**src/inc/switch_cfg_pkg.sv**
```systemverilog
// shared constants and types for the switch override and fault mask bank
package switch_cfg_pkg;
	localparam int NUM_SW = 12;
	localparam int ADDR_W = 8;
	localparam int DATA_W = 13;
	localparam logic [7:0] OFS_TIMEOUT_STATE = 8'h08;
	localparam logic [7:0] OFS_FORCE_CLOSED = 8'h09;
	localparam logic [7:0] OFS_FIRST_GROUP = 8'h0a;
	localparam logic [7:0] OFS_SECOND_GROUP = 8'h0b;
	localparam logic [7:0] OFS_FAULT_MASKS = 8'h0c;
	localparam logic [11:0] RST_SWITCH_FIELD = 12'h000;
	localparam logic [12:0] RST_FAULT_MASKS = 13'h0000;
	localparam int POS_OVERHEAT_ACTION = 12;
	localparam int POS_MASK_LINK_ERR = 6;
	localparam int POS_MASK_OPEN = 4;
	localparam int POS_MASK_SHORT = 3;
	localparam int POS_MASK_PUMP = 2;
	localparam int POS_MASK_RDEC = 1;
	localparam int POS_MASK_WARN = 0;
	localparam logic [12:0] MASK_REG_USED = 13'h105f;
	localparam logic [3:0] SEL_FIRST_GROUP = 4'h1;
	localparam logic [3:0] SEL_SECOND_GROUP = 4'h2;

	typedef enum logic [1:0] {
		GRP_FIRST_DUTY = 2'h0,
		GRP_SECOND_DUTY = 2'h1,
		GRP_PHASE_SHIFT = 2'h3,
		GRP_DIM_PERIOD = 2'h2
	} grp_kind_e;

	typedef struct packed {
		logic link_timeout;
		logic overheat_shutdown_flag;
		logic overheat_warning_flag;
		logic pump_not_ready_flag;
		logic resistor_decode_error_flag;
		logic link_error_flag;
	} status_flags_s;

	typedef struct packed {
		logic valid;
		grp_kind_e kind;
		logic [3:0] selector;
	} grp_txn_s;
endpackage : switch_cfg_pkg

```
**src/logic/switch_cfg_bank.sv**
```systemverilog
// override, group membership and fault mask register bank with switch control
`timescale 1ns/1ns
module switch_cfg_bank
	import switch_cfg_pkg::*;
#(
	parameter int SWITCHES = NUM_SW
) (
	input wire logic clock,
	input wire logic rstn,
	input wire logic wr_en,
	input wire logic [ADDR_W-1:0] wr_addr,
	input wire logic [DATA_W-1:0] wr_data,
	input wire logic rd_en,
	input wire logic [ADDR_W-1:0] rd_addr,
	output logic [DATA_W-1:0] rd_data_q,
	output logic rd_valid_q,
	input wire logic [SWITCHES-1:0] dim_close_req,
	output logic [SWITCHES-1:0] switch_closed_q,
	output logic [SWITCHES-1:0] detect_enable_q,
	input wire grp_txn_s grp_txn,
	output logic [SWITCHES-1:0] grp_accept_q,
	input wire status_flags_s flags,
	input wire logic [SWITCHES-1:0] open_string_fault_flag,
	input wire logic [SWITCHES-1:0] shorted_lamp_status_bits,
	output logic fault_output_low_out,
	output logic fault_output_low_oe
);

	logic [SWITCHES-1:0] timeout_fallback_switch_bits_q;
	logic [SWITCHES-1:0] force_closed_bits_q;
	logic [SWITCHES-1:0] first_group_member_bits_q;
	logic [SWITCHES-1:0] second_group_member_bits_q;
	logic [DATA_W-1:0] fault_masks_q;
	logic [SWITCHES-1:0] switch_closed_d;
	logic [SWITCHES-1:0] grp_accept_d;
	logic [SWITCHES-1:0] open_seen;
	logic [SWITCHES-1:0] short_seen;
	logic fault_d;
	logic fault_q;
	logic [DATA_W-1:0] rd_data_d;

	function automatic logic hit(input logic en, input logic [ADDR_W-1:0] a,
		input logic [7:0] ofs);
		hit = en && (a == ofs);
	endfunction : hit

	// widen a switch field into a register word
	function automatic logic [DATA_W-1:0] widen(
		input logic [SWITCHES-1:0] f);
		widen = {{(DATA_W-SWITCHES){1'b0}}, f};
	endfunction : widen

	// register writes
	always_ff @(posedge clock or negedge rstn) begin
		if (!rstn) begin
			timeout_fallback_switch_bits_q <= RST_SWITCH_FIELD;
		end else if (hit(wr_en, wr_addr, OFS_TIMEOUT_STATE)) begin
			timeout_fallback_switch_bits_q <= wr_data[SWITCHES-1:0];
		end
	end

	always_ff @(posedge clock or negedge rstn) begin
		if (!rstn) begin
			force_closed_bits_q <= RST_SWITCH_FIELD;
		end else if (hit(wr_en, wr_addr, OFS_FORCE_CLOSED)) begin
			force_closed_bits_q <= wr_data[SWITCHES-1:0];
		end
	end

	always_ff @(posedge clock or negedge rstn) begin
		if (!rstn) begin
			first_group_member_bits_q <= RST_SWITCH_FIELD;
			second_group_member_bits_q <= RST_SWITCH_FIELD;
		end else begin
			if (hit(wr_en, wr_addr, OFS_FIRST_GROUP)) begin
				first_group_member_bits_q <= wr_data[SWITCHES-1:0];
			end
			if (hit(wr_en, wr_addr, OFS_SECOND_GROUP)) begin
				second_group_member_bits_q <= wr_data[SWITCHES-1:0];
			end
		end
	end

	always_ff @(posedge clock or negedge rstn) begin
		if (!rstn) begin
			fault_masks_q <= RST_FAULT_MASKS;
		end else if (hit(wr_en, wr_addr, OFS_FAULT_MASKS)) begin
			fault_masks_q <= wr_data & MASK_REG_USED;
		end
	end

	// register reads, reserved and unmapped read as zero
	always_comb begin
		rd_data_d = '0;
		unique case (rd_addr)
			OFS_TIMEOUT_STATE: rd_data_d = widen(timeout_fallback_switch_bits_q);
			OFS_FORCE_CLOSED: rd_data_d = widen(force_closed_bits_q);
			OFS_FIRST_GROUP: rd_data_d = widen(first_group_member_bits_q);
			OFS_SECOND_GROUP: rd_data_d = widen(second_group_member_bits_q);
			OFS_FAULT_MASKS: rd_data_d = fault_masks_q;
			default: rd_data_d = '0;
		endcase
	end

	always_ff @(posedge clock or negedge rstn) begin
		if (!rstn) begin
			rd_data_q <= '0;
			rd_valid_q <= 1'b0;
		end else begin
			rd_valid_q <= rd_en;
			if (rd_en) begin
				rd_data_q <= rd_data_d;
			end
		end
	end

	// switch state: overheat, then link timeout, then override, then dimming
	always_comb begin
		if (flags.overheat_shutdown_flag) begin
			switch_closed_d = fault_masks_q[POS_OVERHEAT_ACTION] ?
				'0 : '1;
		end else if (flags.link_timeout) begin
			switch_closed_d = timeout_fallback_switch_bits_q;
		end else begin
			switch_closed_d = force_closed_bits_q | dim_close_req;
		end
	end

	always_ff @(posedge clock or negedge rstn) begin
		if (!rstn) begin
			switch_closed_q <= '0;
			detect_enable_q <= '0;
		end else begin
			switch_closed_q <= switch_closed_d;
			detect_enable_q <= ~switch_closed_d;
		end
	end

	// group transaction acceptance
	always_comb begin
		grp_accept_d = '0;
		if (grp_txn.valid) begin
			unique case (grp_txn.kind)
				GRP_FIRST_DUTY: grp_accept_d = first_group_member_bits_q;
				GRP_SECOND_DUTY: grp_accept_d = second_group_member_bits_q;
				GRP_PHASE_SHIFT, GRP_DIM_PERIOD: begin
					if (grp_txn.selector == SEL_FIRST_GROUP) begin
						grp_accept_d = first_group_member_bits_q;
					end else if (grp_txn.selector == SEL_SECOND_GROUP) begin
						grp_accept_d = second_group_member_bits_q;
					end
				end
			endcase
		end
	end

	always_ff @(posedge clock or negedge rstn) begin
		if (!rstn) begin
			grp_accept_q <= '0;
		end else begin
			grp_accept_q <= grp_accept_d;
		end
	end

	// lamp faults count only on switches that are open
	assign open_seen = open_string_fault_flag & detect_enable_q;
	assign short_seen = shorted_lamp_status_bits & detect_enable_q;

	always_comb begin
		fault_d = flags.link_timeout | flags.overheat_shutdown_flag;
		if (flags.link_error_flag && !fault_masks_q[POS_MASK_LINK_ERR]) begin
			fault_d = 1'b1;
		end
		if ((|open_seen) && !fault_masks_q[POS_MASK_OPEN]) begin
			fault_d = 1'b1;
		end
		if ((|short_seen) && !fault_masks_q[POS_MASK_SHORT]) begin
			fault_d = 1'b1;
		end
		if (flags.pump_not_ready_flag && !fault_masks_q[POS_MASK_PUMP]) begin
			fault_d = 1'b1;
		end
		if (flags.resistor_decode_error_flag &&
			!fault_masks_q[POS_MASK_RDEC]) begin
			fault_d = 1'b1;
		end
		if (flags.overheat_warning_flag && !fault_masks_q[POS_MASK_WARN]) begin
			fault_d = 1'b1;
		end
	end

	always_ff @(posedge clock or negedge rstn) begin
		if (!rstn) begin
			fault_q <= 1'b0;
		end else begin
			fault_q <= fault_d;
		end
	end

	// open drain, low while a fault is flagged
	assign fault_output_low_out = 1'b0;
	assign fault_output_low_oe = fault_q;

	property p_force_closed;
		@(posedge clock) disable iff (!rstn)
		(!flags.overheat_shutdown_flag && !flags.link_timeout)
		|=> ((switch_closed_q & $past(force_closed_bits_q)) ==
			$past(force_closed_bits_q));
	endproperty
	a_force_closed: assert property (p_force_closed)
		else $error("overridden switch not held closed");

	property p_follow_dim;
		@(posedge clock) disable iff (!rstn)
		(!flags.overheat_shutdown_flag && !flags.link_timeout)
		|=> ((switch_closed_q & ~$past(force_closed_bits_q)) ==
			($past(dim_close_req) & ~$past(force_closed_bits_q)));
	endproperty
	a_follow_dim: assert property (p_follow_dim)
		else $error("switch without override left dimming control");

	property p_overheat;
		@(posedge clock) disable iff (!rstn)
		flags.overheat_shutdown_flag |=> (switch_closed_q ==
			($past(fault_masks_q[POS_OVERHEAT_ACTION]) ? '0 : '1));
	endproperty
	a_overheat: assert property (p_overheat)
		else $error("overheat action not applied");

	property p_timeout;
		@(posedge clock) disable iff (!rstn)
		(flags.link_timeout && !flags.overheat_shutdown_flag)
		|=> (switch_closed_q == $past(timeout_fallback_switch_bits_q));
	endproperty
	a_timeout: assert property (p_timeout)
		else $error("fallback switch states not applied");

	property p_no_detect_closed;
		@(posedge clock) disable iff (!rstn)
		(flags == '0 && ((open_string_fault_flag | shorted_lamp_status_bits)
			& ~switch_closed_q) == '0) |=> !fault_output_low_oe;
	endproperty
	a_no_detect_closed: assert property (p_no_detect_closed)
		else $error("lamp fault on closed switch asserted fault pin");

	property p_first_duty;
		@(posedge clock) disable iff (!rstn)
		(grp_txn.valid && grp_txn.kind == GRP_FIRST_DUTY)
		|=> (grp_accept_q == $past(first_group_member_bits_q));
	endproperty
	a_first_duty: assert property (p_first_duty)
		else $error("first group duty acceptance wrong");

	property p_selector;
		@(posedge clock) disable iff (!rstn)
		(grp_txn.valid && grp_txn.kind inside {GRP_PHASE_SHIFT,
			GRP_DIM_PERIOD} && grp_txn.selector != SEL_FIRST_GROUP &&
			grp_txn.selector != SEL_SECOND_GROUP) |=> (grp_accept_q == '0);
	endproperty
	a_selector: assert property (p_selector)
		else $error("group accepted foreign selector");

	property p_second_sel;
		@(posedge clock) disable iff (!rstn)
		(grp_txn.valid && grp_txn.kind == GRP_DIM_PERIOD &&
			grp_txn.selector == SEL_SECOND_GROUP)
		|=> (grp_accept_q == $past(second_group_member_bits_q));
	endproperty
	a_second_sel: assert property (p_second_sel)
		else $error("second group selector acceptance wrong");

	property p_warn_fault;
		@(posedge clock) disable iff (!rstn)
		(flags.overheat_warning_flag && !fault_masks_q[POS_MASK_WARN])
		|=> fault_output_low_oe;
	endproperty
	a_warn_fault: assert property (p_warn_fault)
		else $error("unmasked warning did not assert fault pin");

	property p_link_masked;
		@(posedge clock) disable iff (!rstn)
		(flags == status_flags_s'(6'h01) && fault_masks_q[POS_MASK_LINK_ERR]
			&& open_seen == '0 && short_seen == '0) |=> !fault_output_low_oe;
	endproperty
	a_link_masked: assert property (p_link_masked)
		else $error("masked link error asserted fault pin");

	property p_readback;
		@(posedge clock) disable iff (!rstn)
		(wr_en && wr_addr == OFS_FORCE_CLOSED && !rd_en)
		##1 (rd_en && rd_addr == OFS_FORCE_CLOSED && !wr_en)
		|=> (rd_data_q == widen($past(wr_data[SWITCHES-1:0], 2)));
	endproperty
	a_readback: assert property (p_readback)
		else $error("override readback differs from write");

	property p_phase_first;
		@(posedge clock) disable iff (!rstn)
		(grp_txn.valid && grp_txn.kind == GRP_PHASE_SHIFT &&
			grp_txn.selector == SEL_FIRST_GROUP)
		|=> (grp_accept_q == $past(first_group_member_bits_q));
	endproperty
	a_phase_first: assert property (p_phase_first)
		else $error("first group phase shift acceptance wrong");

	property p_second_duty;
		@(posedge clock) disable iff (!rstn)
		(grp_txn.valid && grp_txn.kind == GRP_SECOND_DUTY)
		|=> (grp_accept_q == $past(second_group_member_bits_q));
	endproperty
	a_second_duty: assert property (p_second_duty)
		else $error("second group duty acceptance wrong");

	property p_open_fault;
		@(posedge clock) disable iff (!rstn)
		((|(open_string_fault_flag & detect_enable_q)) &&
			!fault_masks_q[POS_MASK_OPEN]) |=> fault_output_low_oe;
	endproperty
	a_open_fault: assert property (p_open_fault)
		else $error("unmasked open fault did not assert fault pin");

	property p_pump_fault;
		@(posedge clock) disable iff (!rstn)
		(flags.pump_not_ready_flag && !fault_masks_q[POS_MASK_PUMP])
		|=> fault_output_low_oe;
	endproperty
	a_pump_fault: assert property (p_pump_fault)
		else $error("unmasked pump flag did not assert fault pin");

endmodule : switch_cfg_bank

```
**config.mk**
```make
export PLATFORM = sky130hd
export DESIGN_NAME = switch_cfg_bank
export DESIGN_NICKNAME = d
export VERILOG_FILES = /design/src/inc/switch_cfg_pkg.sv /design/src/logic/switch_cfg_bank.sv
export SDC_FILE = /design/constraint.sdc
export NUM_CORES = 1
export LEC_CHECK = 0
export ABC_CLOCK_PERIOD_IN_PS = 3500
export BUFFER_PORTS_ARGS = -buffer_cell sky130_fd_sc_hd__buf_4
export CAP_MARGIN = 10
export CELL_PAD_IN_SITES_DETAIL_PLACEMENT = 0
export CELL_PAD_IN_SITES_GLOBAL_PLACEMENT = 1
export CORE_MARGIN = 2
export CORE_UTILIZATION = 23
export CTS_BUF_LIST = sky130_fd_sc_hd__clkbuf_4 sky130_fd_sc_hd__clkbuf_8 sky130_fd_sc_hd__clkbuf_16
export CTS_CLUSTER_SIZE = 24
export DETAILED_ROUTE_END_ITERATION = 10
export MAX_ROUTING_LAYER = met4
export PLACE_DENSITY_LB_ADDON = 0.1
export SLEW_MARGIN = 20
export SYNTH_ARGS = -nofsm -noshare
export SYNTH_HDL_FRONTEND = slang
export SYNTH_SLANG_ARGS = --single-unit
```
**constraint.sdc**
```tcl
create_clock -name clock -period 3.5 [get_ports clock]
set_input_delay 0.35 -clock clock [delete_from_list [all_inputs] [get_ports clock]]
set_output_delay 0.35 -clock clock [all_outputs]
set_load 0.02 [all_outputs]
```
==> qor.yml, run 1 <==
antenna_found_initial: 0
hold_violation_total_from_the_final_report: 0
synth-main-ff-cell: "sky130_fd_sc_hd__dfrtp_1"
worst-slew-pin-transition_ps: 874.5
layout-area-overhead-vs-synth_pct: 32.44
tritoncts: "built"
antenna_violating_nets_post_route: 0
critPathArrivalTime_ps: 2390
period_needed_ps: 2158
grt_overflow: 0
num-fill-cells: 2172
synth_async_reset_ratio_pct: 100.0
timing.critical_path.from_type: "input pin"
largest_net_degree_at_the_start_of_global_routing: 69
rsz0062_at_grt: "no"
remaining_drc_errors: 0
cp.required_ps: 3730
syn-mean-instance-area_um2: 12.50
gp_congestion: 0.7372
fin_tns_setup_ps: 0
detailed_routing_iterations_pass_1: 4
clock_path_buffers: 2
wire_length_reported_by_the_detailed_router_mm: 14.54
diodes: 0
io_pins: 134
clock_skew_ps: 4.264
synth_top_cell_area_share_pct: 54.40
postCtsSetupBuffers: 0
critical_path.reg2reg.endpoint: "rd_data_q[2]"
synth.distinct_cells: 39
synth_seq_area_share_pct: 54.40
synth_edf_count: 0
synth_cells: 390
min-delay-path-class: "input pin to asynchronous set/reset pin"
timing_max_transition_violations_final: 0
nNetsFinal: 598
ys.warnings.count: 0
core_region_area_mm2: 0.02089
start_util_pct: 23.34
die_w_um: 149.6
wl_per_cell_um: 18.32
grt_pass1_wl_mm: 21.96
synth_nets: 472
post_cts.resized_instances: 0
fin_crit_sh_pct: 61.66
drive_above_1_share_pct: 47.59
via_per_inst: 4.432
num_rows: 53
yosys-top-cells-area: "sky130_fd_sc_hd__dfrtp_1 (54%), sky130_fd_sc_hd__mux2_2 (16%), sky130_fd_sc_hd__mux4_2 (4.2%), sky130_fd_sc_hd__nor3_1 (2.6%), sky130_fd_sc_hd__a22oi_1 (2.3%)"
worst_reg2reg_setup_slack_ps: 2020
fin_hold_ws_ps: 106.7
yosys_reg_bits: 106
power_per_unit_of_standard_cell_area_mw_per_mm2: 420.6
start_to_end_type_of_the_worst_setup_path: "input pin to register"
groute.usage.overall_pct: 13.71
first_global_vias: 3628
hold_fix_buffers_at_cts: 0
rr_startpoint: "second_group_member_bits_q[2]"
ir_worst_vdd_uv: 203.6
clock-root-buffer: "sky130_fd_sc_hd__clkbuf_16"
place_hpwl_mm: 11.11
syn-cell-area_mm2: 0.004876
status: "complete, no violations"
path_clk_slew_ps: 70
slew-limit-headroom_pct: 41.70
synth.largest_area_cell: "sky130_fd_sc_hd__dfrtp_1"
clk_latency_ps: 350
die_height_um: 149.6
p_leak_nw: 3.047
first_iter_violations: 172
largest_fanout_of_any_net_on_the_critical_path: 12
type_of_element_capturing_the_critical_path: "register"
report.final.setup_viol: 0
worst-r2r-cell-count: 3
h_tree_lvl_count: 3
timing.fmax_mhz: 463.3
number_of_sinks_driven_by_the_clock_tree: 106
count_of_vias_placed_by_the_detailed_router: 3519
port_buffers: 132
tritoncts.num_buffers: 9
maxCapViolCount: 0
fp.dieArea_mm2: 0.02238
## metal layers
| layer | part of all wire (%) | global-route usage (%) |
|---|---|---|
| met5 | 0 | - |
| met4 | 1.3 | 4.571 |
| met3 | 5.1 | 2.470 |
| met2 | 47 | 21.51 |
| met1 | 47 | 17.93 |
## report_power, final
group	switching, mW	leakage [nW]	internal [mW]
clock	0.447	0.147	0.584
combinational	0.178	1.50	0.176
sequential	0.0490	1.40	1.28
total	0.675	3.05	2.04
## cell usage in the layout, fill, tap and decap left out, types with 4 or more instances in the layout
cell type / Yosys / layout
sky130_fd_sc_hd__o2bb2ai_1: 6 / 6
sky130_fd_sc_hd__mux4_2: 9 / 9
sky130_fd_sc_hd__nand3b_1: 4 / 4
sky130_fd_sc_hd__nand2_1: 7 / 7
sky130_fd_sc_hd__nor2_1: 9 / 9
sky130_fd_sc_hd__inv_1: 24 / 24
sky130_fd_sc_hd__or2_2: 12 / 12
sky130_fd_sc_hd__a22o_1: 8 / 8
sky130_fd_sc_hd__nor3_1: 25 / 25
sky130_fd_sc_hd__a21oi_1: 13 / 13
sky130_fd_sc_hd__a22oi_1: 15 / 15
sky130_fd_sc_hd__a221oi_1: 7 / 7
sky130_fd_sc_hd__dfrtp_1: 106 / 106
sky130_fd_sc_hd__mux2_2: 68 / 68
sky130_fd_sc_hd__buf_4: 3 / 136
sky130_fd_sc_hd__clkbuf_16: 0 / 9
sky130_fd_sc_hd__o21ai_0: 16 / 16
sky130_fd_sc_hd__nor2b_1: 13 / 13
## worst max path at each step
stage          startpoint                       endpoint  slack, ps  depth (start not counted)
2_1_floorplan  wr_addr[5]  first_group_member_bits_q[10]       1380                          5
3_3_place_gp   wr_addr[5]         force_closed_bits_q[9]        980                          5
3_5_place_dp   wr_addr[5]        force_closed_bits_q[10]        950                          5
4_1_cts        wr_addr[5]         force_closed_bits_q[3]       1330                          5
5_1_grt        wr_addr[5]         force_closed_bits_q[9]       1280                          5
6_report       wr_addr[5]  first_group_member_bits_q[10]       1340                          5
## per-stage QoR
step | worst slack (ps) | power (mW) | std cells | utilization [%] | instance area [um2]
after floorplan | 1378 | 1.502 | 390 | - | 4876
after global placement | 980.3 | 1.712 | 780 | 29.43 | 6147
after detailed placement | 953.2 | 1.715 | 780 | 29.43 | 6147
after CTS | 1332 | 2.766 | 794 | 30.83 | 6440
after global routing | 1283 | 2.852 | 794 | 30.91 | 6457
final | 1342 | 2.716 | 794 | 30.91 | 6457
## final cells by class
type	count	area [um2]	area share, %
clock buffers	11	252.7	3.914
clock inverters	3	40.04	0.6200
inverters	24	90.09	1.395
multi-input cells	239	2057	31.85
flip-flops and latches	106	2653	41.08
well taps	275	344.1	5.328
repair buffers	136	1021	15.81
## worst max-delay path, stage by stage
cell,delay (ps)
sky130_fd_sc_hd__buf_4,100
sky130_fd_sc_hd__or4b_1,530
sky130_fd_sc_hd__or3_4,400
sky130_fd_sc_hd__nor3b_4,590
sky130_fd_sc_hd__mux2_2,410
## state kept, by name, indices dropped and copies added, names as in the netlist
| register | flops |
|---|---|
| rd_data_q | 13 |
| detect_enable_q | 12 |
| first_group_member_bits_q | 12 |
| force_closed_bits_q | 12 |
| grp_accept_q | 12 |
| second_group_member_bits_q | 12 |
| switch_closed_q | 12 |
| timeout_fallback_switch_bits_q | 12 |
| fault_masks_q | 7 |
| fault_output_low_oe | 1 |
| rd_valid_q | 1 |
## cells by family after synthesis
family	after synthesis	synth area share, %
other	1	0.07691
AND/OR/NAND/NOR	87	10.75
buffers and inverters	45	4.029
AO/OA/AOI/OAI	72	10.42
multiplexers	79	20.32
flip-flops	106	54.40
## cell usage after synthesis (2+ instances only)
cell,count
sky130_fd_sc_hd__nand2b_1,2
sky130_fd_sc_hd__o2bb2ai_1,6
sky130_fd_sc_hd__mux2_2,68
sky130_fd_sc_hd__and3_1,3
sky130_fd_sc_hd__nor2_1,9
sky130_fd_sc_hd__a221o_1,3
sky130_fd_sc_hd__nor3_1,25
sky130_fd_sc_hd__a221oi_1,7
sky130_fd_sc_hd__buf_6,2
sky130_fd_sc_hd__nand3b_1,4
sky130_fd_sc_hd__nor2b_1,13
sky130_fd_sc_hd__a22o_1,8
sky130_fd_sc_hd__buf_4,3
sky130_fd_sc_hd__a22oi_1,15
sky130_fd_sc_hd__inv_1,24
sky130_fd_sc_hd__mux4_2,9
sky130_fd_sc_hd__nor4b_1,3
sky130_fd_sc_hd__a21oi_1,13
sky130_fd_sc_hd__mux2_1,2
sky130_fd_sc_hd__clkbuf_1,14
sky130_fd_sc_hd__o21ai_0,16
sky130_fd_sc_hd__dfrtp_1,106
sky130_fd_sc_hd__nor3b_4,2
sky130_fd_sc_hd__nand2_1,7
sky130_fd_sc_hd__or2_2,12
Note: power is estimated with default switching activity, not from simulation.
==> run 2: changes to the inputs <==
ABC_CLOCK_PERIOD_IN_PS = 2000   (was 3500)
clock period = 2 ns   (was 3.5 ns; I/O delays follow)
==> qor.yml, run 2 (synthesized netlist as in run 1, its figures left out) <==
layout-area-overhead-vs-synth_pct: 35.13
timing.critical_path.from_type: "input pin"
mostFrequentLayoutCells: "sky130_fd_sc_hd__buf_4 (137), sky130_fd_sc_hd__dfrtp_1 (106), sky130_fd_sc_hd__mux2_2 (68), sky130_fd_sc_hd__nor3_1 (25), sky130_fd_sc_hd__inv_1 (24)"
via_per_inst: 4.443
first_iter_violations: 129
path_cells: "buf_4 > or4b_1 > or3_4 > nor3b_4 > buf_12 > mux2_2"
die_height_um: 149.6
ir_worst_vdd_uv: 353.1
clock_path_buffers: 2
number_of_sinks_driven_by_the_clock_tree: 106
slowest_delay_ps: 530
hold_violation_total_from_the_final_report: 0
slew-limit-headroom_pct: 60.60
fin_tns_setup_ps: 0
antenna_found_initial: 0
power_per_unit_of_standard_cell_area_mw_per_mm2: 740.0
clock_skew_ps: 10.38
p_leak_nw: 3.101
timing_max_transition_violations_final: 0
tritoncts: "built"
gp_congestion: 0.7501
post_cts.resized_instances: 0
num_rows: 53
status: "complete, no violations"
worst-slew-pin-transition_ps: 591.1
type_of_element_capturing_the_critical_path: "register"
cp.required_ps: 2240
post-route-util_pct: 31.54
crit_slowest_cell: "sky130_fd_sc_hd__or4b_1"
layout.cells.most_common: "sky130_fd_sc_hd__buf_4"
report.power.total_mw: 4.875
first_global_vias: 3730
critPathArrivalTime_ps: 1980
period_needed_ps: 1745
port_buffers: 132
design_area_mm2: 0.006589
rsz0062_at_grt: "no"
clk_latency_ps: 350
drive_above_1_share_pct: 48.30
cp.buffers_inverters: 2
report.final.setup_viol: 0
fin_crit_sh_pct: 87.23
die_w_um: 149.6
groute.usage.overall_pct: 13.63
remaining_drc_errors: 0
nNetsFinal: 605
largest_register_ff_count: 13
count_of_vias_placed_by_the_detailed_router: 3568
fin_hold_ws_ps: 67.20
timing.fmax_mhz: 573.2
regMostFlops: "rd_data_q"
min-delay-path-class: "input pin to register"
start_util_pct: 23.34
place_hpwl_mm: 10.84
antenna_violating_nets_post_route: 0
diodes: 0
clock-root-buffer: "sky130_fd_sc_hd__clkbuf_16"
dpl_cell_area_mm2: 0.006255
largest_net_degree_at_the_start_of_global_routing: 107
hold_fix_buffers_at_cts: 1
detailed_routing_iterations_pass_1: 4
grt_pass1_wl_mm: 22.03
num-fill-cells: 2160
wire_length_reported_by_the_detailed_router_mm: 14.40
wl_per_cell_um: 17.93
grt_overflow: 0
core_region_area_mm2: 0.02089
path_clk_slew_ps: 70
io_pins: 134
tritoncts.num_buffers: 9
start_to_end_type_of_the_worst_setup_path: "input pin to register"
postCtsSetupBuffers: 0
fp.dieArea_mm2: 0.02238
largest_fanout_of_any_net_on_the_critical_path: 12
maxCapViolCount: 0
h_tree_lvl_count: 3
worst_path_dominant_cell_family: "simple AND/OR/NAND/NOR gates"
==> run 2: changes by cell type in the layout (fill, tap and decap cells not counted), moves of 2 or more <==
cell / before / now
sky130_fd_sc_hd__clkinv_4: 0 / 3
sky130_fd_sc_hd__nor4b_2: 0 / 2
sky130_fd_sc_hd__buf_12: 0 / 5
sky130_fd_sc_hd__nor4b_4: 2 / 0
sky130_fd_sc_hd__clkbuf_8: 2 / 0
==> run 2: per-layer routing <==
layer | vias up | part of all wire [%] | wire length [um] | global-route usage, %
met3 | 11 | 4.5 | 650 | 2.500
met2 | 93 | 47 | 6729 | 21.70
met5 | - | 0 | 0 | -
met4 | 0 | 1.3 | 192 | 4.571
met1 | 1773 | 47 | 6822 | 17.55
li1 | 1691 | - | - | -
==> run 2: metrics by stage <==
step / setup WS [ps] / instances
finish: 255.4 / 803
global route: 210.8 / 803
CTS: 266.8 / 803
detailed placement: -116.9 / 786
global placement: -103.7 / 786
floorplan: 28.11 / 390
==> run 2: layout make-up <==
cell class | count | area, um2 | area share [%]
clock buffer | 10 | 232.7 | 3.532
clock inverter | 6 | 91.34 | 1.386
inverter | 24 | 90.09 | 1.367
multi-input combinational | 239 | 2039 | 30.95
sequential | 106 | 2653 | 40.26
tap | 275 | 344.1 | 5.222
timing repair buffer | 143 | 1139 | 17.28
==> run 2: final timing paths <==
kind	start	to	slack (ps)	cells past startpoint
worst max-delay path	wr_addr[5]	first_group_member_bits_q[9]	260	6
worst min-delay path	rd_en	rd_valid_q	70	1
worst max register to register	second_group_member_bits_q[6]	rd_data_q[6]	460	4
worst min register to register	rd_data_q[11]	rd_data_q[11]	490	1
max in group asynchronous	rstn	grp_accept_q[3]	1090	3
min in group asynchronous	rstn	detect_enable_q[8]	450	3
==> run 2: report_power, final <==
| part | switching [mW] | internal (mW) | total, mW |
|---|---|---|---|
| clock | 0.811 | 1.12 | 1.93 |
| sequential | 0.0845 | 2.24 | 2.33 |
| combinational | 0.310 | 0.312 | 0.622 |
